--- config.mk ---
export PLATFORM = sky130hd
export DESIGN_NAME = twcp_port
export DESIGN_NICKNAME = d
export VERILOG_FILES = /design/src/hdl/twcp_port.v
export VERILOG_INCLUDE_DIRS = /design/src /design/src/pkg
export SDC_FILE = /design/constraint.sdc
export NUM_CORES = 1
export LEC_CHECK = 0
export ABC_CLOCK_PERIOD_IN_PS = 6000
export BUFFER_PORTS_ARGS = -buffer_cell sky130_fd_sc_hd__buf_2
export CORE_MARGIN = 2
export CORE_UTILIZATION = 35
export DETAILED_ROUTE_END_ITERATION = 10
export SLEW_MARGIN = 20
export SYNTH_ARGS = -nofsm -noshare
export SYNTH_HDL_FRONTEND = slang
export SYNTH_SLANG_ARGS = --single-unit
--- constraint.sdc ---
create_clock -name clk_sys -period 6 [get_ports clk_sys]
set_input_delay 0.9 -clock clk_sys [delete_from_list [all_inputs] [get_ports clk_sys]]
set_output_delay 0.9 -clock clk_sys [all_outputs]
set_load 0.02 [all_outputs]
--- src/pkg/twcp_regs.vh ---
// constants for the three-wire configuration port
`ifndef TWCP_REGS_VH
`define TWCP_REGS_VH

// register addresses
`define TWCP_ADDR_PORT_CFG   5'h00
`define TWCP_ADDR_REVISION   5'h1f
`define TWCP_ADDR_LOWEST     5'h00
`define TWCP_ADDR_HIGHEST    5'h1f

// fields of serial_port_config
`define TWCP_CFG_BIDIR_BIT   7
`define TWCP_CFG_LSB_BIT     6

// reset values
`define TWCP_RST_REG         8'h00

// instruction byte fields
`define TWCP_INS_RW_BIT      7
`define TWCP_INS_CNT_HI      6
`define TWCP_INS_CNT_LO      5
`define TWCP_INS_ADDR_HI     4

// bits per byte, last bit index
`define TWCP_LAST_BIT        3'h7

`endif

--- src/hdl/twcp_port.v ---
// three-wire serial configuration port with its register file
`timescale 1ns/1ps
`include "twcp_regs.vh"

// =====================================================================
// Notes on behaviour
// single or multibyte transfers, either bit order
// one shared pin or two one-way pins
// pin mode, bit order in serial_port_config[7:6]
// config change acts after byte's last bit
// host sends later bytes in new format
// host should change config in single byte
// all bits timed by serial clock edges
// transfer can be aborted, port returns idle
// every config register writable and readable
// read-only revision register at 0x1F
// instruction: rw, byte count, start address
// chip select high then low restarts instruction
// sample on rising, drive falling, high-z idle
// address steps down msb-first, up lsb-first
// incomplete byte on abort writes nothing

module twcp_port #(
    parameter [7:0] REVISION_CODE = 8'h5a  // arbitrary value
) (
    input  wire         clk_sys,
    input  wire         reset_n,
    input  wire         clk_en,
    input  wire         sclk,
    input  wire         chip_select_n,
    input  wire         sdio_in,
    output wire         sdio_out,
    output wire         sdio_oe,
    output wire         serial_data_out,
    output wire         serial_data_out_oe,
    output wire [255:0] config_regs
);

    // =================================================================
    // pin synchronisers and serial clock edge detection
    reg [2:0] sclk_sync_reg;
    reg [1:0] cs_sync_reg;
    reg [1:0] din_sync_reg;

    always @(posedge clk_sys or negedge reset_n) begin
        if (!reset_n) begin
            sclk_sync_reg <= 3'h0;
            cs_sync_reg   <= 2'h3;
            din_sync_reg  <= 2'h0;
        end else if (clk_en) begin
            sclk_sync_reg <= {sclk_sync_reg[1:0], sclk};
            cs_sync_reg   <= {cs_sync_reg[0], chip_select_n};
            din_sync_reg  <= {din_sync_reg[0], sdio_in};
        end
    end

    // the link clock must stay well below clk_sys/4: each level has to
    // be seen by two flops before its edge is reported
    // bit 0 of each synchroniser feeds only bit 1
    wire sclk_rise = sclk_sync_reg[1] & ~sclk_sync_reg[2];
    wire sclk_fall = ~sclk_sync_reg[1] & sclk_sync_reg[2];
    wire cs_active = ~cs_sync_reg[1];
    wire din       = din_sync_reg[1];

    // =================================================================
    // register file
    reg  [7:0] regs_reg [0:31];
    wire       wr_commit;
    wire [4:0] wr_addr;
    wire [7:0] wr_data;
    // widened so the slot compare meets the loop index at its own width
    wire [31:0] wr_index = {27'h0, wr_addr};

    // slot 31 keeps no storage: the revision code is a constant and a
    // write aimed at it is dropped
    genvar gi;
    generate
        for (gi = 0; gi < 32; gi = gi + 1) begin : g_reg
            always @(posedge clk_sys or negedge reset_n) begin
                if (!reset_n) begin
                    regs_reg[gi] <= `TWCP_RST_REG;
                end else if (clk_en && wr_commit &&
                             wr_index == gi &&
                             wr_addr != `TWCP_ADDR_REVISION) begin
                    regs_reg[gi] <= wr_data;
                end
            end
            assign config_regs[gi*8 +: 8] = regs_reg[gi];
        end
    endgenerate

    // config bits read straight from the register so a write lands
    // the moment its last bit is taken, mid-transfer included
    wire bidir     = regs_reg[`TWCP_ADDR_PORT_CFG][`TWCP_CFG_BIDIR_BIT];
    wire lsb_first = regs_reg[`TWCP_ADDR_PORT_CFG][`TWCP_CFG_LSB_BIT];

    // cost: the rest of the frame must follow the new format at once

    // read data is fetched one byte ahead, at the byte boundary, so the
    // first bit can go out on the very next falling edge
    function [7:0] read_reg;
        input [4:0] addr;
        begin
            if (addr == `TWCP_ADDR_REVISION) begin
                read_reg = REVISION_CODE;
            end else begin
                read_reg = regs_reg[addr];
            end
        end
    endfunction

    // =================================================================
    // transfer state machine
    // one-hot states; the default arm pulls an illegal code back to idle
    localparam [2:0] ST_INSTR = 3'b001;
    localparam [2:0] ST_DATA  = 3'b010;
    localparam [2:0] ST_DONE  = 3'b100;

    reg  [2:0] state_reg;
    reg  [2:0] bit_cnt_reg;
    reg  [7:0] shift_reg;
    reg        is_read_reg;
    reg  [1:0] bytes_left_reg;
    reg  [4:0] addr_reg;
    reg  [7:0] tx_byte_reg;
    reg        out_bit_reg;

    // byte as it will stand once the current input bit is shifted in
    wire [7:0] shift_next = lsb_first ? {din, shift_reg[7:1]}
                                      : {shift_reg[6:0], din};
    wire       byte_end   = sclk_rise && bit_cnt_reg == `TWCP_LAST_BIT;

    // next address stops at the end of the map rather than wrapping
    wire [4:0] addr_step =
        lsb_first ? ((addr_reg == `TWCP_ADDR_HIGHEST) ? addr_reg
                                                      : addr_reg + 5'h1)
                  : ((addr_reg == `TWCP_ADDR_LOWEST)  ? addr_reg
                                                      : addr_reg - 5'h1);


    assign wr_commit = cs_active && state_reg == ST_DATA && byte_end &&
                       !is_read_reg;
    assign wr_addr   = addr_reg;
    assign wr_data   = shift_next;

    always @(posedge clk_sys or negedge reset_n) begin
        if (!reset_n) begin
            state_reg      <= ST_INSTR;
            bit_cnt_reg    <= 3'h0;
            shift_reg      <= 8'h00;
            is_read_reg    <= 1'b0;
            bytes_left_reg <= 2'h0;
            addr_reg       <= 5'h00;
            tx_byte_reg    <= 8'h00;
            out_bit_reg    <= 1'b0;
        end else if (clk_en) begin
            if (!cs_active) begin
                // chip select high aborts and rearms for an instruction
                state_reg   <= ST_INSTR;
                bit_cnt_reg <= 3'h0;
                is_read_reg <= 1'b0;
            end else begin
                // clocks past the last counted byte shift nothing, so a
                // host that clocks on cannot disturb the register file
                if (sclk_rise && state_reg != ST_DONE) begin
                    shift_reg   <= shift_next;
                    bit_cnt_reg <= bit_cnt_reg + 3'h1;
                end
                case (state_reg)
                    ST_INSTR: begin
                        if (byte_end) begin

                            // the count field holds bytes minus one
                            is_read_reg <= shift_next[`TWCP_INS_RW_BIT];
                            bytes_left_reg <=
                                shift_next[`TWCP_INS_CNT_HI:
                                           `TWCP_INS_CNT_LO];
                            addr_reg <=
                                shift_next[`TWCP_INS_ADDR_HI:0];
                            tx_byte_reg <=
                                read_reg(shift_next[`TWCP_INS_ADDR_HI:0]);
                            state_reg <= ST_DATA;
                        end
                    end
                    ST_DATA: begin
                        if (sclk_fall && is_read_reg) begin

                            out_bit_reg <= lsb_first
                                ? tx_byte_reg[bit_cnt_reg]
                                : tx_byte_reg[`TWCP_LAST_BIT - bit_cnt_reg];
                        end
                        if (byte_end) begin
                            addr_reg    <= addr_step;
                            tx_byte_reg <= read_reg(addr_step);
                            if (bytes_left_reg == 2'h0) begin
                                state_reg <= ST_DONE;
                            end else begin
                                bytes_left_reg <= bytes_left_reg - 2'h1;
                            end
                        end
                    end
                    ST_DONE: begin
                        // extra clocks ignored until chip select rises
                        state_reg <= ST_DONE;
                    end
                    default: begin
                        state_reg <= ST_INSTR;
                    end
                endcase
            end
        end
    end

    // =================================================================
    // data pins, released whenever chip select is high
    // both pins share one output flop; only the enables tell them apart.
    // out_bit_reg moves two to three clk_sys after a pin fall, well
    // before the host samples on the next rise
    assign sdio_out           = out_bit_reg;
    assign serial_data_out    = out_bit_reg;
    assign sdio_oe            = cs_active && bidir && is_read_reg &&
                                state_reg == ST_DATA;
    assign serial_data_out_oe = cs_active && !bidir;

endmodule // twcp_port

# Word level (Yosys, flattened, before mapping)
# Cells that the tools add are included.
# word_totals
register_bits,294
input_bits,6
out_inout_bits,260
elab_cells,232
# classes
add_sub_neg,5
n_lt_le_gt_ge,4
eq_ne,45
n_mux,37
bitwise,7
n_reduce_logical,91
# ops
cell,n
$eq 5x5->1 const B,18
$bmux 8 s5,2
$logic_and 1x1->1,75
$mux 8,9
$eq 5x4->1 const B,8
$logic_not 32->1,1
$mux 5,5
$eq 5x3->1 const B,4
$mux 3,6
$pmux 8 s2,1
$ge 6x6->1 const B,2
$not 5->6,2
$eq 5x2->1 const B,2
$pmux 5 s2,1
$ne 3x3->1 const B,3
$pmux 3 s3,1
$lt 3x4->1 const B,2
$reduce_and 4->1,2
$reduce_bool 2->1,4
$bmux 1 s3,2
$eq 3x3->1 const B,2
$mux 1,6
$mux 2,3
$ne 2x2->1 const B,3
other kinds (20),25

# Longest topological paths before layout
# depth
ltp_word,10
mapped_depth,15
ltp_nobuf,10

# Least setup slack after synthesis
# No wires, ideal clock.
# synth_timing
path_type,reg-to-reg
from,reg addr_reg[0]
to,reg tx_byte_reg[1]
setup_time_ps,119
arrival_time_ps,3111
required_ps,5881
setup_slack_ps,2770
path_stages_with_launch,13
n_path_buf,2
period_less_slack_ps,3230
cell_sequence,dfrtp_1 > clkbuf_1 > inv_1 > ha_1 > nor4b_4 > mux2i_1 > or2_1 > buf_6 > mux4_2 > and4_1 > a31oi_1 > nand4_1 > o21a_1
# synth_via
elab_chain_cells,10
word_cells_on_any_way,15
classes_between,add/sub: 2; eq/ne: 2; mux: 9; bitwise: 1; reduce/logical: 1
# synth_rtl
element,line_no,source
"start, declared",twcp_port.v:124,reg [4:0] addr_reg;
"start signal, assigned",twcp_port.v:178,addr_reg <=
"start signal, assigned",twcp_port.v:193,addr_reg <= addr_step;
$sub 5x1->5 (tied with other cells),twcp_port.v:138,: addr_reg - 5'h1);
"$mux 5, on equally long branches","twcp_port.v:137, twcp_port.v:135",
$mux 5 *,twcp_port.v:135,lsb_first ? ((addr_reg == `TWCP_ADDR_HIGHEST) ? addr_reg
$not 5->6 (not written as such),twcp_port.v:107,read_reg = regs_reg[addr];
$bmux 8 s5,twcp_port.v:107,
$mux 8 (not written as such) (2 in series),twcp_port.v:107,
$mux 8 *,twcp_port.v:104,if (addr == `TWCP_ADDR_REVISION) begin
$mux 8 *,twcp_port.v:192,if (byte_end) begin
$pmux 8 s2 *,twcp_port.v:169,case (state_reg)
"end signal, assigned",twcp_port.v:180,tx_byte_reg <=
"end signal, assigned",twcp_port.v:194,tx_byte_reg <= read_reg(addr_step);
"end, declared",twcp_port.v:125,reg [7:0] tx_byte_reg;
# Mark *: on every way between the ends. The rest lies on a longest branch, timed or not. The select of a mux whose other input is x is not followed.
# A chain may end at the register's enable or synchronous reset.

# Final worst setup path
# layout_timing
from,reg addr_reg[0]
to,reg tx_byte_reg[3]
# Same word-level chain as after synthesis.

==> metrics.md <==
| Metric | Value |
|---|---|
| Area of the multi-input gates | 8060 um2 |
| Final worst slack | 1540 ps |
| Leak Pwr | 8.76 nW |
| Flop pwr share | 0.347 |
| Most common cell in the netlist | nand2_1 |
| Final nets | 2090 |
| VDD IR max | 0.000159 V |
| I/O pin cnt | 266 |
| Max stage delay on crit path | 630 ps |
| Top-area cell type share of the netlist area | 0.453 |
| Total grt overflow | 0 |
| Total Power | 0.00626 W |
| Max Slew Vio Count | 0 |
| Routed len/inst | 25.5 um |
| DRT Pass-1 Iters | 6 |
| Worst path slowest cell | mux2i_1 |
| Startpoint class of the critical path | flip-flop |
| Combinational share of power | 0.300 |
| Fillcell total | 4552 |
| Top delay family on crit path | compound AO/OA/AOI/OAI gates |
| Clk Latency, worst-skew pair | 560 ps |
| Area growth syn-to-layout | 18.4% |
| Measured slew at the worst slew-check pin | 1140 ps |
| Clk slew on worst S/H paths | 60 ps |
| CP Class | flip-flop to flip-flop |
| Pwr Density | 328 nW/um2 |
| Largest register FFs | 256 |
| Routed Antenna Nets | 0 |
| CTS Hold Bufs | 0 |
| Fmax | 0.224 GHz |
| Initial core utilization | 0.354 |
| Post-synth EDFFs | 0 |
| Min-Delay Path Class | primary input to asynchronous set/reset pin |
| Share of cells above drive strength 1 | 0.202 |
| Final Skew | 21.3 ps |
| CTS Buf Count | 34 |
| CTS max path bufs | 3 |
| Switching share of power | 0.372 |
| Routability cong. | 0.989 |
| Synthesized area per cell | 8.43 um2 |
| Post-route clock period utilization | 0.744 |
| Post-Route Hold Slack | 312 ps |
| #FFs+latches synth | 294 |
| GR Util All Layers | 0.287 |
| Cell mode on critical path | a211oi_1 |
| Critical Path AT | 4940 ps |
| DP HPWL | 50200 um |
| Top cell type by total area after synthesis | dfrtp_1 |
| CTS Root Cell | clkbuf_16 |
| Synth Cell Area | 16100 um2 |
| Asr flop ratio synth | 1.00 |
| Ys Warns | 0 |
| P_int | 0.00393 W |
| Core ar. | 45400 um2 |
| Die Area | 47700 um2 |
| Post-CTS setup buffers | 0 |
| Worst path cell trace | inv_1 > ha_1 > nor4b_4 > mux2i_1 > or2_4 > buf_12 > a211oi_1 > a311o_1 > a211oi_1 > o31ai_1 > a41oi_1 |
| Part of the power in the clock network | 0.353 |
| Htree depth | 2 |
| Status | completed |
| Cells after Synth | 1907 |
| Syn_nets | 1921 |
| Port-buffer cells | 265 |
| CP Data Required Time | 6480 ps |
| Synth cell types | 64 |
| First-pass GRT wire length | 101000 um |
| Minimum clock period after layout | 4460 ps |
| Initial antenna violation count | 0 |
| DRT iter0 DRCs | 2063 |
| Synth cell count leaders | nand2_1, dfrtp_1, o21ai_0 |
| Main flop type after synthesis | dfrtp_1 |
| Worst-path maximum fanout | 55 |
| Largest net degree at the start of global routing | 153 |
| Vias per std cell | 5.87 |
| Post-cts sizing count | 0 |
| Dpl ws | 1590 ps |
| Clk sinks | 294 |
| Seq/Total Area, Yosys | 0.458 |
| Row cnt | 78 |
| Slew margin rel. | 0.227 |
| Die width | 218 um |
| Residual DRC | 0 |
| Max-cap violations | 0 |
| Vias after detailed routing | 15800 |
| Final wirelength | 68800 um |
| Worst Path Buf+Inv | 2 |
| Sequential cell area | 7360 um2 |
| Sum of negative setup slack | 0 ps |
| Area contributors post-synth | dfrtp_1, nand2_1, o21ai_0, mux4_2, mux2i_1 |
| Die Y | 218 um |
| Final Hold Fails | 0 |
| CTS tree | done |
| Final setup violation count | 0 |
| Vias in the first global route | 14700 |
| NetSw | 0.00233 W |
| Crit. End Element | flip-flop |
| RSZ-0062 raised after global routing | no |
[per-layer routing]
| metal | share of wire | GRT usage | wire, um | vias up |
|---|---|---|---|---|
| li1 | - | - | - | 7042 |
| met1 | 0.41 | 0.396 | 28400 | 7721 |
| met2 | 0.45 | 0.440 | 31200 | 897 |
| met3 | 0.094 | 0.0579 | 6500 | 171 |
| met4 | 0.040 | 0.115 | 2750 | 0 |
| met5 | 0 | 0 | 0 | - |
[worst paths after layout]
kind / end / slack, ps / startpoint / cells after the start
setup / recovery: tx_byte_reg[3] / 1540 / addr_reg[0] / 11
hold / removal: config_regs[220] / 310 / reset_n / 1
setup reg to reg: tx_byte_reg[3] / 1540 / addr_reg[0] / 11
hold reg to reg: config_regs[250] / 370 / config_regs[250] / 0
max in group asynchronous: config_regs[14] / 4320 / reset_n / 2
min in group clk_sys: config_regs[250] / 370 / config_regs[250] / 0
[logic make-up after synthesis]
kind of cell	after synthesis	share of synthesized area
adder cells (fa/ha/maj)	8	0.00622
XOR/XNOR	3	0.00163
multiplexers	101	0.0872
AND/OR/NAND/NOR	804	0.210
AO/OA/AOI/OAI	517	0.188
flip-flops	294	0.458
buffers and inverters	180	0.0492
[power by group through the flow]
stage,logic (W),clock network (W),registers [W]
finish,0.00188,0.00221,0.00217
global route,0.00196,0.00232,0.00218
CTS,0.00182,0.00225,0.00217
detailed placement,0.00182,0,0.00220
global placement,0.00180,0,0.00220
floorplan,0.00108,0,0.00213
[placed cells by master, fill, tap and decap left out, types with 15 or more instances in the layout]
cell       Yosys  routed
a21oi_1      107     107
a22oi_1       29      29
a311oi_1      15      15
a31oi_1       27      27
and3_1        19      19
buf_2         38     264
buf_4          8      31
clkbuf_16      0      37
dfrtp_1      291     290
mux2i_1       58      49
mux4_2        30      30
nand2_1      522     522
nand3_1       62      62
nand4_1       17      17
nor2_1       115     113
nor3_1        22      22
o21ai_0      251     251
[per-stage QoR]
step | utilization | cells | area (um2)
after floorplan | - | 1907 | 16100
after global placement | 0.393 | 2640 | 17900
after detailed placement | 0.393 | 2640 | 17900
after CTS | 0.420 | 2698 | 19000
after global routing | 0.420 | 2698 | 19000
final | 0.420 | 2699 | 19100
[worst register-to-register path, stage by stage, from the launching register on]
cell      delay [ps]
dfrtp_1          570
inv_1            280
ha_1             370
nor4b_4          430
mux2i_1          630
or2_4            620
buf_12           350
a211oi_1         130
a311o_1          360
a211oi_1         250
o31ai_1          170
a41oi_1          230
[cell type report]
type,instances,share of cell area
diodes,1,0.000131
inverters,14,0.00276
clock buffers,49,0.0557
well taps,600,0.0394
clock inverters,9,0.00690
flip-flops and latches,294,0.386
multi-input cells,1433,0.423
repair buffers,299,0.0855
Power figures use the tool's default switching activity.
